--- src/core/sfr_pkg.sv ---
// Package: addresses, field layouts, masks and reset values of the bank 0 register map
package sfr_pkg;

  // ----------------------------------------------------------------
  // Bus geometry
  // ----------------------------------------------------------------
  localparam int ADDR_W = 7;
  localparam int DATA_W = 8;

  // ----------------------------------------------------------------
  // Register offsets
  // ----------------------------------------------------------------
  localparam logic [6:0] A_INDIRECT_WINDOW = 7'h00;
  localparam logic [6:0] A_TIMER0_COUNT = 7'h01;
  localparam logic [6:0] A_PC_LOW = 7'h02;
  localparam logic [6:0] A_PROCESSOR_STATE = 7'h03;
  localparam logic [6:0] A_INDIRECT_POINTER = 7'h04;
  localparam logic [6:0] A_PORT_ONE = 7'h05;
  localparam logic [6:0] A_PORT_TWO = 7'h06;
  localparam logic [6:0] A_PORT_THREE = 7'h07;
  localparam logic [6:0] A_PORT_FOUR = 7'h08;
  localparam logic [6:0] A_PORT_FIVE = 7'h09;
  localparam logic [6:0] A_PC_HIGH_BUFFER = 7'h0A;
  localparam logic [6:0] A_CORE_INT_CTRL = 7'h0B;
  localparam logic [6:0] A_PERIPH_INT_FLAGS = 7'h0C;
  localparam logic [6:0] A_TIMER1_LOW = 7'h0E;
  localparam logic [6:0] A_TIMER1_HIGH = 7'h0F;
  localparam logic [6:0] A_TIMER1_CTRL = 7'h10;
  localparam logic [6:0] A_TIMER2_COUNT = 7'h11;
  localparam logic [6:0] A_TIMER2_CTRL = 7'h12;
  localparam logic [6:0] A_SERIAL_BUFFER = 7'h13;
  localparam logic [6:0] A_SERIAL_CTRL = 7'h14;
  localparam logic [6:0] A_CAPCMP_LOW = 7'h15;
  localparam logic [6:0] A_CAPCMP_HIGH = 7'h16;
  localparam logic [6:0] A_CAPCMP_CTRL = 7'h17;
  localparam logic [6:0] A_CONV_RESULT = 7'h1E;
  localparam logic [6:0] A_CONV_CTRL_FIRST = 7'h1F;

  // ----------------------------------------------------------------
  // Implemented bit masks
  // ----------------------------------------------------------------
  localparam logic [7:0] M_FULL = 8'hFF;
  localparam logic [7:0] M_PORT_ONE = 8'h3F;
  localparam logic [7:0] M_PORT_THREE = 8'h3F;
  localparam logic [7:0] M_PC_HIGH = 8'h1F;
  localparam logic [7:0] M_PERIPH_FLAGS = 8'hCF;
  localparam logic [7:0] M_CONV_FLAG = 8'h40;
  localparam logic [7:0] M_TIMER1_CTRL = 8'h3F;
  localparam logic [7:0] M_TIMER2_CTRL = 8'h7F;
  localparam logic [7:0] M_CAPCMP_CTRL = 8'h3F;
  localparam logic [7:0] M_PORT_ONE_ANALOG = 8'h2F;
  localparam logic [7:0] M_INT_FLAGS = 8'h07;
  localparam logic [7:0] M_INT_KEEP = 8'h01;

  // ----------------------------------------------------------------
  // Processor state fields and reset values
  // ----------------------------------------------------------------
  localparam int PS_TIMEOUT = 4;
  localparam int PS_POWERDOWN = 3;
  localparam logic [7:0] PS_WR_MASK = 8'hE7;
  localparam logic [7:0] PS_ARITH_MASK = 8'h07;
  localparam logic [7:0] PS_POR_VALUE = 8'h18;
  localparam logic [7:0] RST_ZERO = 8'h00;

endpackage : sfr_pkg

--- src/core/sfr_state_if.sv ---
// Interface: link between the register bank and its processor state register
`timescale 1ns/1ps
`default_nettype none
interface sfr_state_if;
  logic por;
  logic sw_we;
  logic [7:0] sw_wdata;
  logic arith_we;
  logic [2:0] arith_flags;
  logic cause_timeout;
  logic cause_powerdown;
  logic [7:0] value;

  modport owner (
    input por, sw_we, sw_wdata, arith_we, arith_flags, cause_timeout, cause_powerdown,
    output value
  );
  modport user (
    output por, sw_we, sw_wdata, arith_we, arith_flags, cause_timeout, cause_powerdown,
    input value
  );
endinterface : sfr_state_if
`default_nettype wire

--- src/core/sfr_bank0.sv ---
// Bank 0 special register map: storage, read mux, reset values and event flags
//
// What this block does
// - Every unimplemented address or bit in the bank reads back as zero, except reserved bit 1 of the first converter control register.
// - Power-on reset loads the processor state with 0001 1000, other resets clear its top three bits, load the cause bits and keep the arithmetic flags.
// - Any reset zeroes timer2 count and control, serial control, capture control, port four latch and the program counter high buffer.
// - Without the converter, its result and control registers do not exist and read as zero.
// - With the converter, port one reads --0x 0000 after reset, its analog-capable pins as zero.
//
// The address-and-strobe port was left to the implementer.
`timescale 1ns/1ps
`default_nettype none
module sfr_bank0 import sfr_pkg::*; #(
  parameter bit HAS_CONVERTER = 1'b1
) (
  // Clock and reset
  input wire logic clk,
  input wire logic rst,
  input wire logic por,
  input wire logic cause_timeout,
  input wire logic cause_powerdown,
  // Register port
  input wire logic [ADDR_W-1:0] addr,
  input wire logic [DATA_W-1:0] wdata,
  input wire logic we,
  input wire logic re,
  output logic [DATA_W-1:0] rdata,
  // Core side
  input wire logic arith_we,
  input wire logic [2:0] arith_flags,
  input wire logic [DATA_W-1:0] indirect_rdata,
  output logic indirect_we,
  output logic [DATA_W-1:0] indirect_wdata,
  output logic [DATA_W-1:0] indirect_pointer,
  output logic [DATA_W-1:0] program_counter_low,
  output logic [4:0] program_counter_high_buffer,
  output logic [DATA_W-1:0] processor_state,
  // Peripheral events
  input wire logic [2:0] core_int_event,
  input wire logic [7:0] periph_int_event,
  input wire logic conv_result_we,
  input wire logic [DATA_W-1:0] conv_result_in,
  // Pins
  input wire logic [5:0] port_one_pins,
  input wire logic [7:0] port_two_pins,
  input wire logic [5:0] port_three_pins,
  input wire logic [7:0] port_four_pins,
  input wire logic [7:0] port_five_pins,
  output logic [5:0] port_one_latch,
  output logic [7:0] port_two_latch,
  output logic [5:0] port_three_latch,
  output logic [7:0] port_four_latch,
  // Control registers seen by the peripherals
  output logic [DATA_W-1:0] core_interrupt_control,
  output logic [DATA_W-1:0] peripheral_interrupt_flags,
  output logic [DATA_W-1:0] timer1_control,
  output logic [DATA_W-1:0] timer2_control,
  output logic [DATA_W-1:0] serial_port_control,
  output logic [DATA_W-1:0] capture_compare_control,
  output logic [DATA_W-1:0] converter_control_first
);

  // ----------------------------------------------------------------
  // State
  // ----------------------------------------------------------------
  typedef struct packed {
    logic [7:0] timer0_count;
    logic [7:0] pc_low;
    logic [7:0] ind_pointer;
    logic [7:0] port_one;
    logic [7:0] port_two;
    logic [7:0] port_three;
    logic [7:0] port_four;
    logic [7:0] pc_high_buf;
    logic [7:0] core_int;
    logic [7:0] periph_flags;
    logic [7:0] timer1_low;
    logic [7:0] timer1_high;
    logic [7:0] timer1_ctrl;
    logic [7:0] timer2_count;
    logic [7:0] timer2_ctrl;
    logic [7:0] serial_buf;
    logic [7:0] serial_ctrl;
    logic [7:0] capcmp_low;
    logic [7:0] capcmp_high;
    logic [7:0] capcmp_ctrl;
    logic [7:0] conv_result;
    logic [7:0] conv_ctrl;
    logic ind_we;
    logic [7:0] ind_wdata;
    logic [7:0] rdata;
  } sfr_bank_t;

  sfr_bank_t s_q;
  sfr_bank_t s_d;

  // ----------------------------------------------------------------
  // Pin synchroniser and processor state
  // ----------------------------------------------------------------
  logic [35:0] pins_sync;
  sfr_state_if st_if ();

  sfr_sync #(
    .WIDTH(36)
  ) u_pin_sync (
    .clk(clk),
    .rst(rst),
    .async_in({port_one_pins, port_two_pins, port_three_pins, port_four_pins, port_five_pins}),
    .sync_out(pins_sync)
  );

  sfr_state_reg u_state (
    .clk(clk),
    .rst(rst),
    .st(st_if.owner)
  );

  assign st_if.por = por;
  assign st_if.sw_we = we && (addr == A_PROCESSOR_STATE);
  assign st_if.sw_wdata = wdata;
  assign st_if.arith_we = arith_we;
  assign st_if.arith_flags = arith_flags;
  assign st_if.cause_timeout = cause_timeout;
  assign st_if.cause_powerdown = cause_powerdown;

  // ----------------------------------------------------------------
  // Read view
  // ----------------------------------------------------------------
  logic [7:0] pin_one_view;
  logic [7:0] conv_mask;
  logic [7:0] read_value;

  // Analog-capable pins always read low when the converter is present; no setting makes them digital
  assign pin_one_view = {2'b00, pins_sync[35:30]} & M_PORT_ONE &
                        (HAS_CONVERTER ? ~M_PORT_ONE_ANALOG : M_FULL);
  assign conv_mask = HAS_CONVERTER ? M_FULL : ~M_CONV_FLAG;

  always_comb begin
    unique case (addr)
      A_INDIRECT_WINDOW: read_value = indirect_rdata;
      A_TIMER0_COUNT: read_value = s_q.timer0_count;
      A_PC_LOW: read_value = s_q.pc_low;
      A_PROCESSOR_STATE: read_value = st_if.value;
      A_INDIRECT_POINTER: read_value = s_q.ind_pointer;
      A_PORT_ONE: read_value = pin_one_view;
      A_PORT_TWO: read_value = pins_sync[29:22];
      A_PORT_THREE: read_value = {2'b00, pins_sync[21:16]};
      A_PORT_FOUR: read_value = pins_sync[15:8];
      A_PORT_FIVE: read_value = pins_sync[7:0];
      A_PC_HIGH_BUFFER: read_value = s_q.pc_high_buf & M_PC_HIGH;
      A_CORE_INT_CTRL: read_value = s_q.core_int;
      A_PERIPH_INT_FLAGS: read_value = s_q.periph_flags & M_PERIPH_FLAGS & conv_mask;
      A_TIMER1_LOW: read_value = s_q.timer1_low;
      A_TIMER1_HIGH: read_value = s_q.timer1_high;
      A_TIMER1_CTRL: read_value = s_q.timer1_ctrl & M_TIMER1_CTRL;
      A_TIMER2_COUNT: read_value = s_q.timer2_count;
      A_TIMER2_CTRL: read_value = s_q.timer2_ctrl & M_TIMER2_CTRL;
      A_SERIAL_BUFFER: read_value = s_q.serial_buf;
      A_SERIAL_CTRL: read_value = s_q.serial_ctrl;
      A_CAPCMP_LOW: read_value = s_q.capcmp_low;
      A_CAPCMP_HIGH: read_value = s_q.capcmp_high;
      A_CAPCMP_CTRL: read_value = s_q.capcmp_ctrl & M_CAPCMP_CTRL;
      A_CONV_RESULT: read_value = HAS_CONVERTER ? s_q.conv_result : RST_ZERO;
      A_CONV_CTRL_FIRST: read_value = HAS_CONVERTER ? s_q.conv_ctrl : RST_ZERO;
      default: read_value = RST_ZERO;
    endcase
  end

  // ----------------------------------------------------------------
  // Next state
  // ----------------------------------------------------------------
  always_comb begin
    s_d = s_q;
    s_d.ind_we = 1'b0;
    // Read data stand for exactly the cycle after the strobe
    s_d.rdata = re ? read_value : RST_ZERO;
    if (we) begin
      unique case (addr)
        A_INDIRECT_WINDOW: begin
          s_d.ind_we = 1'b1;
          s_d.ind_wdata = wdata;
        end
        A_TIMER0_COUNT: s_d.timer0_count = wdata;
        A_PC_LOW: s_d.pc_low = wdata;
        A_INDIRECT_POINTER: s_d.ind_pointer = wdata;
        A_PORT_ONE: s_d.port_one = wdata & M_PORT_ONE;
        A_PORT_TWO: s_d.port_two = wdata;
        A_PORT_THREE: s_d.port_three = wdata & M_PORT_THREE;
        A_PORT_FOUR: s_d.port_four = wdata;
        A_PC_HIGH_BUFFER: s_d.pc_high_buf = wdata & M_PC_HIGH;
        A_CORE_INT_CTRL: s_d.core_int = wdata;
        A_PERIPH_INT_FLAGS: s_d.periph_flags = wdata & M_PERIPH_FLAGS & conv_mask;
        A_TIMER1_LOW: s_d.timer1_low = wdata;
        A_TIMER1_HIGH: s_d.timer1_high = wdata;
        A_TIMER1_CTRL: s_d.timer1_ctrl = wdata & M_TIMER1_CTRL;
        A_TIMER2_COUNT: s_d.timer2_count = wdata;
        A_TIMER2_CTRL: s_d.timer2_ctrl = wdata & M_TIMER2_CTRL;
        A_SERIAL_BUFFER: s_d.serial_buf = wdata;
        A_SERIAL_CTRL: s_d.serial_ctrl = wdata;
        A_CAPCMP_LOW: s_d.capcmp_low = wdata;
        A_CAPCMP_HIGH: s_d.capcmp_high = wdata;
        A_CAPCMP_CTRL: s_d.capcmp_ctrl = wdata & M_CAPCMP_CTRL;
        // Reserved bit 1 is stored as written; firmware keeps it clear
        A_CONV_CTRL_FIRST: s_d.conv_ctrl = HAS_CONVERTER ? wdata : RST_ZERO;
        default: s_d.rdata = s_d.rdata;
      endcase
    end
    // Hardware events win over a software clear in the same cycle
    s_d.core_int = s_d.core_int | ({5'b00000, core_int_event} & M_INT_FLAGS);
    s_d.periph_flags = s_d.periph_flags | (periph_int_event & M_PERIPH_FLAGS & conv_mask);
    if (conv_result_we && HAS_CONVERTER) begin
      s_d.conv_result = conv_result_in;
    end
    if (rst) begin
      if (por) begin
        // Unknown power-on values are settled at zero for determinism
        s_d = '0;
      end
      s_d.ind_we = 1'b0;
      s_d.rdata = RST_ZERO;
      s_d.pc_low = RST_ZERO;
      s_d.timer2_count = RST_ZERO;
      s_d.timer2_ctrl = RST_ZERO;
      s_d.serial_ctrl = RST_ZERO;
      s_d.capcmp_ctrl = RST_ZERO;
      s_d.port_four = RST_ZERO;
      s_d.pc_high_buf = RST_ZERO;
      s_d.core_int = s_q.core_int & M_INT_KEEP & {8{~por}};
      s_d.periph_flags = RST_ZERO;
      s_d.conv_ctrl = RST_ZERO;
      // Port one analog pins come up analog so they read zero
      // Without the converter there are no analog pins, so a warm reset keeps the latch whole
      s_d.port_one = s_q.port_one & {8{~por}} &
                     (HAS_CONVERTER ? ~M_PORT_ONE_ANALOG : M_FULL);
    end
  end

  always_ff @(posedge clk) begin
    s_q <= s_d;
  end

  // ----------------------------------------------------------------
  // Outputs
  // ----------------------------------------------------------------
  assign rdata = s_q.rdata;
  assign indirect_we = s_q.ind_we;
  assign indirect_wdata = s_q.ind_wdata;
  assign indirect_pointer = s_q.ind_pointer;
  assign program_counter_low = s_q.pc_low;
  assign program_counter_high_buffer = s_q.pc_high_buf[4:0];
  assign processor_state = st_if.value;
  assign port_one_latch = s_q.port_one[5:0];
  assign port_two_latch = s_q.port_two;
  assign port_three_latch = s_q.port_three[5:0];
  assign port_four_latch = s_q.port_four;
  assign core_interrupt_control = s_q.core_int;
  assign peripheral_interrupt_flags = s_q.periph_flags & M_PERIPH_FLAGS & conv_mask;
  assign timer1_control = s_q.timer1_ctrl;
  assign timer2_control = s_q.timer2_ctrl;
  assign serial_port_control = s_q.serial_ctrl;
  assign capture_compare_control = s_q.capcmp_ctrl;
  assign converter_control_first = s_q.conv_ctrl;

endmodule : sfr_bank0
`default_nettype wire

--- src/core/sfr_state_reg.sv ---
// Processor state register with power-on and other reset behaviour
`timescale 1ns/1ps
`default_nettype none
module sfr_state_reg import sfr_pkg::*; (
  // Clock and reset
  input wire logic clk,
  input wire logic rst,
  // Bank side
  sfr_state_if.owner st
);

  typedef struct packed {
    logic [7:0] value;
  } sfr_state_t;

  sfr_state_t s_q;
  sfr_state_t s_d;

  always_comb begin
    s_d = s_q;
    if (rst) begin
      if (st.por) begin
        s_d.value = PS_POR_VALUE;
      end else begin
        // Arithmetic flags survive; cause bits come from the reset source
        s_d.value = s_q.value & PS_ARITH_MASK;
        s_d.value[PS_TIMEOUT] = st.cause_timeout;
        s_d.value[PS_POWERDOWN] = st.cause_powerdown;
      end
    end else begin
      if (st.sw_we) begin
        s_d.value = (st.sw_wdata & PS_WR_MASK) | (s_q.value & ~PS_WR_MASK);
      end
      if (st.arith_we) begin
        s_d.value[2:0] = st.arith_flags;
      end
    end
  end

  always_ff @(posedge clk) begin
    s_q <= s_d;
  end

  assign st.value = s_q.value;

endmodule : sfr_state_reg
`default_nettype wire

--- src/core/sfr_sync.sv ---
// Two-stage synchroniser for pin levels
`timescale 1ns/1ps
`default_nettype none
module sfr_sync #(
  parameter int WIDTH = 8
) (
  // Clock and reset
  input wire logic clk,
  input wire logic rst,
  // Levels
  input wire logic [WIDTH-1:0] async_in,
  output logic [WIDTH-1:0] sync_out
);

  typedef struct packed {
    logic [WIDTH-1:0] meta;
    logic [WIDTH-1:0] stable;
  } sfr_sync_t;

  sfr_sync_t s_q;
  sfr_sync_t s_d;

  // First stage feeds only the second one
  always_comb begin
    s_d.meta = async_in;
    s_d.stable = s_q.meta;
    if (rst) begin
      s_d = '0;
    end
  end

  always_ff @(posedge clk) begin
    s_q <= s_d;
  end

  assign sync_out = s_q.stable;

endmodule : sfr_sync
`default_nettype wire

--- config.mk ---
export PLATFORM = sky130hd
export DESIGN_NAME = sfr_bank0
export DESIGN_NICKNAME = d
export VERILOG_FILES = /design/src/core/sfr_pkg.sv /design/src/core/sfr_state_if.sv /design/src/core/sfr_bank0.sv /design/src/core/sfr_state_reg.sv /design/src/core/sfr_sync.sv
export SDC_FILE = /design/constraint.sdc
export NUM_CORES = 1
export LEC_CHECK = 0
export ABC_AREA = 1
export BUFFER_PORTS_ARGS = -buffer_cell sky130_fd_sc_hd__buf_2
export CAP_MARGIN = 20
export CORE_ASPECT_RATIO = 1.5
export CORE_MARGIN = 3
export CORE_UTILIZATION = 34
export CTS_CLUSTER_DIAMETER = 150
export DETAILED_ROUTE_END_ITERATION = 10
export MAX_ROUTING_LAYER = met4
export PLACE_DENSITY_LB_ADDON = 0.2
export SYNTH_ARGS = -nofsm -noshare
export SYNTH_HDL_FRONTEND = slang
export SYNTH_SLANG_ARGS = --single-unit
--- constraint.sdc ---
create_clock -name clk -period 2.5 [get_ports clk]
set_clock_uncertainty 0.2 [all_clocks]
set_input_delay 0.125 -clock clk [delete_from_list [all_inputs] [get_ports clk]]
set_output_delay 0.125 -clock clk [all_outputs]
set_load 0.01 [all_outputs]
==> key figures, run 1 <==
Final layout
  • Share of post-route cells with drive strength above 1: between 10% and 20%
  • Reg area: 0.00511 mm^2
  • Filler cells: ~3300
  • Largest register by flop count: s_q
  • P&R area growth vs syn: 27.0%
  • Multi-input gate area: roughly 0.0044 mm^2
  • Max reg flops: 64
  • Layout Nets: a little under 2000
  • Fin cells: between 2000 and 2500
  • Most frequent cells in the layout: nand2_1, dfxtp_1, buf_2, inv_1, nor2_1
  • Leading cell type in the layout, fill and taps excluded: nand2_1

Synthesis
  • Yosys reg bits: 251
  • Yosys warning total: 0
  • Post-synth ARST share: 0%
  • Yosys top cell by area: dfxtp_1
  • Top cells by area, synth: dfxtp_1, nand2_1, buf_4
  • Mux cell area share after synthesis: 0%
  • Top cell type's share of synthesized area: 42.2%
  • Ys flop type: dfxtp_1
  • Synth Cell Area: between 0.01 and 0.015 mm^2
  • Synth Area in Adders: 0%
  • Post-Synth Simple-Gate Area: around a quarter
  • Synthesized area per cell: between 7 and 8 um^2
  • Mapped Cells: about 1600
  • Compound-Gate Fraction of Synth Area: around an eighth
  • Sequential fraction of the synthesis area: between 40 and 50%
  • Synth Area in XOR/XNOR: 0%
  • Number of synthesized flops with an enable pin: 9
  • Largest family of logic cells by synthesized area: simple AND/OR/NAND/NOR gates
  • Synth unique cells: 26

STA
  • Max frequency: just over 0.4 GHz
  • Fin Setup TNS: 0 ns
  • Period utilization: between 90% and 100%
  • Final setup violation count: 0
  • Slew @ Worst Pin: about 0.66 ns
  • Final Hold Viols: 1
  • Hold slack: -0.00271 ns
  • Worst slew margin: a little under three fifths
  • Max Slew Vio Count: 0
  • Final min period: about 2.4 ns

Clocking
  • Max clock buf depth: 3
  • Clock sinks: around 250
  • CTS root buffer: clkbuf_16
  • Clock transition at path regs: about 0.06 ns
  • Worst-skew pair later-pin latency: 0.55 ns
  • CTS buffer count: 25
  • Max H-tree Level: 1
  • CTS tree: yes

Detailed routing
  • DRT Wirelength: between 40000 and 50000 um
  • DRT iter0 DRCs: ~740
  • DRT antenna net count: 0
  • Drt pass-1 iters: 5
  • Via count: approximately 11000
  • Number of remaining DRC errors: 0
  • Post-DR vias/cell: about 4.8
  • Drt wl/cell: between 15 and 20 um

Floorplan
  • Ports: 220
  • Die area: 0.0360 mm^2
  • Initial Util: a little over a third
  • Chip Height: 231 um
  • Core area: 0.0329 mm^2
  • Die X: 156 um
  • Cell Rows: just over 80

Worst hold path
  • Hold_sp: addr[3]
  • Hold Path Class: in2reg
  • Hold path depth: 7
  • WHS Endpoint: s_q[85]

Worst setup path
  • Worst R2R Start: s_q[30]
  • Crit Path Category: in2reg
  • Critical path capture point type: flip-flop
  • Cells on worst reg2reg path: 9
  • Worst EP required: around 2.7 ns
  • Critical path startpoint category: input port
  • Worst Path Arrival: between 2 and 3 ns
  • Reg2Reg Setup Slack: roughly 0.48 ns
  • Highest fanout seen on the critical path: 8
  • R2r endpoint: rdata[5]

Run status
  • Failing checks: hold timing
  • Status: complete, but fails checks

Global routing
  • Global-route wire length before repair: a little over 60000 um
  • Vias in the first global route: 10400
  • Largest net degree at the start of global routing: 83
  • Congestion Overflow GR: 0
  • Total track usage: 22.5%
  • Initial antenna violation count: 2

Placed design
  • Hpwl dp: about 28000 um
  • Input/output buffers: slightly above 200
  • Placed cells: between 2000 and 2500
  • Routability Congestion: around 0.93

Power
  • P per Cell Area: 610 mW/mm^2
  • Leakage: around 6.7 nW
  • Peak supply drop: 0.000430 V

Run
  • Max Cap Viol: 0
==> cell families (layout without fill, tap and decap cells) <==
group,count (synthesis),after routing
and+or+nand+nor,699,699
AOI/OAI and AO/OA,278,278
other,1,7
buffers and inverters,385,641
DFF,251,251
==> through the flow <==
| stage | total power, mW | cell area, um^2 | setup slack [ns] | util, % |
|---|---|---|---|---|
| floorplan | 4.59 | 11500 | 0.829 | - |
| global placement | 4.83 | 12000 | 0.376 | 36.5 |
| detailed placement | 4.83 | 12000 | 0.348 | 36.5 |
| CTS | 8.95 | 14400 | 0.0521 | 43.7 |
| global route | 9.18 | 14600 | -0.000364 | 44.2 |
| finish | 8.89 | 14600 | 0.0612 | 44.2 |
==> power breakdown <==
part	internal (mW)	total, mW	leakage (nW)	switching [mW]
logic	0.335	0.770	4.19	0.435
clock network	2.27	3.95	0.408	1.68
registers	4.12	4.18	2.06	0.0526
total	6.73	8.89	6.66	2.17
==> cell type report <==
type                    count  area share, %
flip-flops and latches    251           35.1
multi-input cells         982           30.2
repair buffers            412           20.5
clock buffers              34           5.02
inverters                 185           4.76
well taps                 415           3.56
clock inverters            10          0.816
diodes                      2         0.0343
==> how the worst max path moves through the flow <==
stage	startpoint	to	cells past startpoint
2_1_floorplan	we	u_state.st.value[0]	5
3_3_place_gp	addr[5]	port_four_latch[2]	9
3_5_place_dp	addr[5]	rdata[2]	13
4_1_cts	addr[6]	s_q[81]	10
5_1_grt	addr[6]	s_q[81]	10
6_report	we	core_interrupt_control[0]	10
==> layer usage <==
metal / share of wire, % / track usage (%) / up-vias
li1: - / - / 5440
met5: 0 / - / -
met2: 50 / 38.7 / 391
met1: 40 / 26.4 / 5073
met4: 4.5 / 9.42 / 0
met3: 5.8 / 2.76 / 79
==> critical path, cell delays in order <==
cell and delay [ns]:
dlygate4sd3_1 0.55, buf_2 0.21, inv_1 0.21, nor2_2 0.08
inv_2 0.13, nor2_1 0.05, o21ai_0 0.14, dlygate4sd3_1 0.56
nand2_1 0.05, dlygate4sd3_1 0.56
==> Yosys cell counts (2+ instances only) <==
master,count
nor2_4,8
clkbuf_1,50
dfxtp_1,242
nor2_1,176
nor2_2,12
buf_4,129
nand3_2,2
inv_2,6
inv_1,179
buf_2,14
edfxtp_1,9
a21oi_1,166
o21ai_0,104
nand2_1,343
nand2_2,7
o31ai_1,5
buf_6,6
nand3_1,148
==> repair_timing <==
action	4_1_cts	5_1_grt
endpoints found under the hold margin	228	2
buffers inserted	0	18
resized for setup	0	8
hold buffers	152	1
endpoints found under the setup margin	0	19
Power figures use the tool's default switching activity.
==> run 2, diff against run 1 <==
--- a/config.mk
+++ b/config.mk
@@ -15,6 +15,7 @@
 export DETAILED_ROUTE_END_ITERATION = 10
 export MAX_ROUTING_LAYER = met4
 export PLACE_DENSITY_LB_ADDON = 0.2
+export SLEW_MARGIN = 20
 export SYNTH_ARGS = -nofsm -noshare
 export SYNTH_HDL_FRONTEND = slang
 export SYNTH_SLANG_ARGS = --single-unit
==> constraint.sdc (replaced) <==
create_clock -name clk -period 2.6 [get_ports clk]
set_clock_uncertainty 0.2 [all_clocks]
set_input_delay 0.13 -clock clk [delete_from_list [all_inputs] [get_ports clk]]
set_output_delay 0.13 -clock clk [all_outputs]
set_load 0.01 [all_outputs]
==> key figures, run 2 (synthesis gave the netlist of run 1 again) <==
Clocking
  • Clock sinks: 251 (unchanged)
  • Max H-tree Level: 1 (unchanged)
  • CTS tree: yes
  • Worst-skew pair later-pin latency: 0.54 ns (about the same)
  • Clock transition at path regs: 0.06 ns (about the same)
  • CTS root buffer: clkbuf_16
  • Max clock buf depth: 3 (unchanged)
  • CTS buffer count: 25 (unchanged)

Final layout
  • Largest register by flop count: s_q
  • P&R area growth vs syn: 23.6%
  • Layout Nets: 1911 (-1.8%)
  • Most frequent cells in the layout: nand2_1, dfxtp_1, buf_2, inv_1, nor2_1
  • Core Util, Final: 43.1% (-1.2 points)
  • Max reg flops: 64 (unchanged)
  • Share of post-route cells with drive strength above 1: 18.2% (-0.14 points)
  • Leading cell type in the layout, fill and taps excluded: nand2_1
  • Fin cells: 2256 (-1.5%)

Power
  • P per Cell Area: 582 mW/mm^2 (-4.6%)
  • Leakage: 6.46 nW (-2.9%)
  • Tot Pwr: 8.26 mW (-7.1%)
  • Peak supply drop: 0.000418 V (-2.8%)

Global routing
  • Total track usage: 22.0% (-0.47 points)
  • Congestion Overflow GR: 0 (unchanged)
  • Vias in the first global route: 10300 (-1.5%)
  • Initial antenna violation count: 2 (unchanged)
  • Largest net degree at the start of global routing: 51 (-39%)
  • Global-route wire length before repair: 59700 um (-2.3%)

Worst setup path
  • Crit path from: rst
  • Highest fanout seen on the critical path: 27 (+19)
  • Worst EP required: 2.69 ns (-0.04 ns)
  • Worst Path Arrival: 2.57 ns (-0.10 ns)
  • Critical path startpoint category: input port
  • Worst setup path end: u_state.st.value[0]
  • Reg2Reg Setup Slack: 0.59 ns (+0.11 ns)
  • Cells on worst reg2reg path: 9 (unchanged)
  • Critical path capture point type: flip-flop
  • Worst R2R Start: capture_compare_control[5]
  • R2r endpoint: rdata[5]
  • Crit Path Category: in2reg

Detailed routing
  • Drt wl/cell: 17.6 um (+0.27%)
  • Drt pass-1 iters: 5 (unchanged)
  • DRT antenna net count: 0 (unchanged)
  • DRT iter0 DRCs: 603 (-18%)
  • DRT Wirelength: 39700 um (-1.3%)
  • Number of remaining DRC errors: 0 (unchanged)
  • Via count: 10500 (-4.0%)
  • Post-DR vias/cell: 4.67 (-2.5%)

Placed design
  • Input/output buffers: 207 (unchanged)
  • Hpwl dp: 28600 um (+0.91%)
  • Placed cells: 2076 (+0.048%)
  • Routability Congestion: 0.940 (+1.4%)
  • Pre-CTS WS: 0.411 ns (+0.0627 ns)

STA
  • RSZ-0062 raised after global routing: false
  • Final Hold Viols: 0 (-1)
  • Worst slew margin: 58.7% (+2.3 points)
  • Slew @ Worst Pin: 0.620 ns (-0.0352 ns)
  • Period utilization: 95.2%
  • Max Slew Vio Count: 0 (unchanged)
  • Final min period: between 2 and 2.5 ns
  • Max frequency: 0.404 GHz
  • Final setup margin: 0.125 ns (+0.0642 ns)
  • Final setup violation count: 0 (unchanged)
  • Fin Setup TNS: 0 ns (unchanged)

Run
  • Max Cap Viol: 0 (unchanged)

Floorplan
  • Ports: 220 (unchanged)
  • Die X: 156 um (unchanged)
  • Die area: 0.0360 mm^2 (unchanged)
  • Core area: 0.0329 mm^2 (unchanged)
  • Chip Height: 231 um (unchanged)
  • Initial Util: 34.8% (unchanged)
  • Cell Rows: 81 (unchanged)

Worst hold path
  • Hold Path Class: in2reg

Run status
  • Status: complete, no violations
-- run 2: final cells by class --
type	instances	area [um^2]
clock inverters	10	62.6
well taps	415	519
flip-flops and latches	251	5110
diodes	2	5.00
clock buffers	35	723
multi-input cells	982	4410
fillers	3356	18800
repair buffers	376	2650
inverters	185	694
-- run 2: metrics by stage --
stage	hold WS, ns	cell area, um^2
final	0.0356	14200
after floorplan	0.0370	11500
after CTS	0.00298	14100
after detailed placement	0.140	12000
after global routing	0.0533	14200
after global placement	0.135	12000
-- run 2: how the worst min path moves through the flow --
| stage | from | to | slack (ns) | cells past startpoint |
|---|---|---|---|---|
| after global placement | port_two_pins[0] | u_pin_sync.s_q[58] | 0.14 | 3 |
| after global routing | addr[6] | s_q[70] | 0.05 | 6 |
| after detailed placement | port_three_pins[4] | u_pin_sync.s_q[56] | 0.14 | 3 |
| after floorplan | port_five_pins[0] | u_pin_sync.s_q[36] | 0.04 | 2 |
| after CTS | addr[5] | s_q[49] | 0.003 | 6 |
| final | addr[5] | s_q[69] | 0.04 | 6 |
-- run 2: worst max-delay path, stage by stage --
cell and delay [ns]:
dlygate4sd3_1 0.53, buf_4 0.30, inv_1 0.24, o21ai_0 0.14, dlygate4sd3_1 0.58, a21oi_1 0.05, dlygate4sd3_1 0.57
-- run 2: report_power, final --
group | switching, mW | leakage [nW] | internal (mW)
Sequential | 0.0501 | 2.06 | 3.97
Clock | 1.59 | 0.388 | 1.95
Combinational | 0.414 | 4.02 | 0.298
Total | 2.05 | 6.46 | 6.21
-- run 2: repair_timing --
item | 4_1_cts | 5_1_grt
setup buffers | 0 | 5
endpoints found under the setup margin | 0 | 7
gates resized for setup | 0 | 10
hold endpoints to repair | 191 | 0
hold buffers | 128 | 0
-- run 2: routing by layer --
metal	GRT usage [%]	wire, um	vias up
met1	25.5	15900	4787
met5	-	0	-
met3	2.91	2030	80
met2	38.5	20200	314
met4	8.40	1540	0
li1	-	-	5359
==> run 3, diff against run 2 <==
--- a/config.mk
+++ b/config.mk
@@ -10,7 +10,7 @@
 export CAP_MARGIN = 20
 export CORE_ASPECT_RATIO = 1.5
 export CORE_MARGIN = 3
-export CORE_UTILIZATION = 34
+export CORE_UTILIZATION = 25
 export CTS_CLUSTER_DIAMETER = 150
 export DETAILED_ROUTE_END_ITERATION = 10
 export MAX_ROUTING_LAYER = met4
==> constraint.sdc (replaced) <==
create_clock -name clk -period 2.4 [get_ports clk]
set_clock_uncertainty 0.2 [all_clocks]
set_input_delay 0.12 -clock clk [delete_from_list [all_inputs] [get_ports clk]]
set_output_delay 0.12 -clock clk [all_outputs]
set_load 0.01 [all_outputs]
==> key figures, run 3 (synthesis gave the netlist of run 1 again) <==
Final layout
  • Largest register by flop count: s_q
  • Filler cells: 4854 (+45%)
  • Final Cell Area: 0.0147 mm^2 (+3.9%)
  • Max reg flops: 64 (unchanged)
  • Share of post-route cells with drive strength above 1: 17.6% (-0.61 points)
  • Leading cell type in the layout, fill and taps excluded: nand2_1
  • Fin cells: 2448 (+8.5%)
  • Most frequent cells in the layout: nand2_1, dfxtp_1, buf_2, inv_1, nor2_1
  • P&R area growth vs syn: 28.4%
  • Layout Nets: 1935 (+1.3%)

STA
  • RSZ-0062 raised after global routing: false
  • Max frequency: between 0.4 and 0.5 GHz
  • Slew @ Worst Pin: 0.685 ns (+0.0645 ns)
  • Period utilization: ~100%
  • Final min period: between 2 and 2.5 ns
  • Fin Setup TNS: 0 ns (unchanged)
  • Final setup violation count: 0 (unchanged)
  • Final Hold Viols: 0 (unchanged)
  • Worst slew margin: 54.4% (-4.3 points)
  • Max Slew Vio Count: 0 (unchanged)

Worst setup path
  • Critical path startpoint category: input port
  • Worst Path Arrival: 2.63 ns (+0.06 ns)
  • Most used cell, CP: nor2_1
  • Worst path slowest cell: dlygate4sd3_1
  • Crit Path Category: in2reg
  • Critical path capture point type: flip-flop
  • WP buf/inv: 4 (-1)
  • Delay-heaviest family, CP: buffers and inverters
  • CP Cell Sequence: buf_2 -> dlygate4sd3_1 -> nor2_2 -> nand2_4 -> nor2_4 -> buf_4 -> nand2_1 -> nand2_1 -> nor2_1 -> nand3_1 -> nor2_1 -> nor2_1 -> dlygate4sd3_1
  • Worst EP required: 2.69 ns (about the same)
  • Highest fanout seen on the critical path: 12 (-56%)
  • Crit-path max cell delay: 0.57 ns (about the same)

Floorplan
  • Core area: 0.0450 mm^2 (+37%)
  • Cell Rows: 95 (+17%)
  • Chip Height: 268 um (+16%)
  • Ports: 220 (unchanged)
  • Initial Util: 25.5% (-9.4 points)
  • Die area: 0.0486 mm^2 (+35%)
  • Die X: 181 um (+16%)

Global routing
  • Vias in the first global route: 10500 (+2.1%)
  • Initial antenna violation count: 2 (unchanged)
  • Congestion Overflow GR: 0 (unchanged)
  • Largest net degree at the start of global routing: 78 (+53%)
  • Global-route wire length before repair: 64900 um (+8.7%)
  • Total track usage: 18.0% (-4.1 points)

Detailed routing
  • Number of remaining DRC errors: 0 (unchanged)
  • Via count: 10800 (+2.6%)
  • DRT Wirelength: 44100 um (+11%)
  • Drt wl/cell: 18.0 um (+2.2%)
  • Drt pass-1 iters: 5 (unchanged)
  • DRT antenna net count: 0 (unchanged)
  • DRT iter0 DRCs: 634 (+5.1%)
  • Post-DR vias/cell: 4.42 (-5.5%)

Worst hold path
  • Hold Path Class: in2reg

Clocking
  • Worst-skew pair later-pin latency: 0.55 ns (about the same)
  • Max clock buf depth: 3 (unchanged)
  • CTS root buffer: clkbuf_16
  • CTS buffer count: 26 (+4.0%)
  • CTS tree: yes
  • Max H-tree Level: 1 (unchanged)
  • Clock transition at path regs: 0.07 ns (about the same)
  • Clock sinks: 251 (unchanged)

Power
  • P per Cell Area: 638 mW/mm^2 (+9.6%)
  • Clock share of power: 45.2% (+2.4 points)
  • Sw power: 2.28 mW (+11%)
  • Combinational power share: 8.6% (about the same)
  • Peak supply drop: 0.000427 V (+2.2%)
  • Leakage: 6.62 nW (+2.4%)
  • P_int: 7.13 mW (+15%)
  • Part of the power in registers: 46.3% (-2.3 points)
  • Switch share: 24.2% (-0.64 points)

Placed design
  • DP Area: 0.0123 mm^2 (+2.2%)
  • Routability Congestion: 0.967 (+2.9%)
  • Hpwl dp: 32200 um (+12%)
  • Input/output buffers: 207 (unchanged)
  • Placed cells: 2247 (+8.2%)

Run
  • Max Cap Viol: 0 (unchanged)

Run status
  • Status: complete, no violations
-- run 3: changes by cell type in the layout (fill, tap and decap cells not counted), sizes merged --
cell and delta:
clkbuf +1, diode +1, buf -1, dlygate4sd3 +24, inv -2, bufinv +3
clkinvlp +1, clkinv -2
-- run 3: worst paths after layout --
check	start	end	slack, ns	depth (start not counted)
min reg2reg	u_pin_sync.s_q[61]	u_pin_sync.sync_out[25]	0.19	2
max reg2reg	s_q[30]	rdata[5]	0.31	9
min	addr[2]	program_counter_low[5]	0.03	7
max	addr[5]	rdata[5]	0.06	13
-- run 3: routing by layer --
metal	part of all wire (%)	vias to the layer above	track usage [%]	wire, um
met4	3.5	0	6.14	1530
met2	51	340	32.3	22400
met3	5.9	77	2.95	2590
li1	-	5427	-	-
met1	40	4967	20.2	17500
met5	0	-	-	0
-- run 3: timing repair --
| action | in CTS | in global routing |
|---|---|---|
| setup endpoints to repair | 0 | 13 |
| gates resized for setup | 0 | 5 |
| hold buffers | 152 | 0 |
| setup buffers | 0 | 0 |
| hold endpoints to repair | 222 | 0 |
-- run 3: cell type report --
cell class | instances | area (um^2) | area share, %
diodes | 3 | 7.51 | 0.0509
clock buffers | 36 | 749 | 5.09
clock inverters | 10 | 129 | 0.875
inverters | 185 | 698 | 4.74
multi-input cells | 982 | 4390 | 29.8
flip-flops and latches | 251 | 5110 | 34.7
well taps | 582 | 728 | 4.94
repair buffers | 399 | 2920 | 19.8
-- run 3: power groups by stage --
stage                     clock [mW]  sequential (mW)  combinational (mW)
after detailed placement           0             4.45               0.618
after CTS                       4.35             4.35               0.805
after global placement             0             4.45               0.612
final                           4.25             4.35               0.807
after floorplan                    0             4.43               0.351
after global routing            4.51             4.36               0.882
-- run 3: worst min-delay path: cells and delay by family --
kind                   cells  cell delay (ns)
AND/OR/NAND/NOR            4             0.25
AO/OA/AOI/OAI              1             0.06
buffers and inverters      2             0.29
-- run 3: stage by stage --
stage,setup slack (ns),power [mW],hold slack [ns],util [%]
after detailed placement,0.318,5.06,0.129,27.3
after CTS,0.0483,9.51,0.0125,32.7
final,0.0600,9.41,0.0256,32.7
after global placement,0.351,5.06,0.121,27.3
after global routing,0.00282,9.75,0.0970,32.7
after floorplan,0.734,4.78,0.0270,-
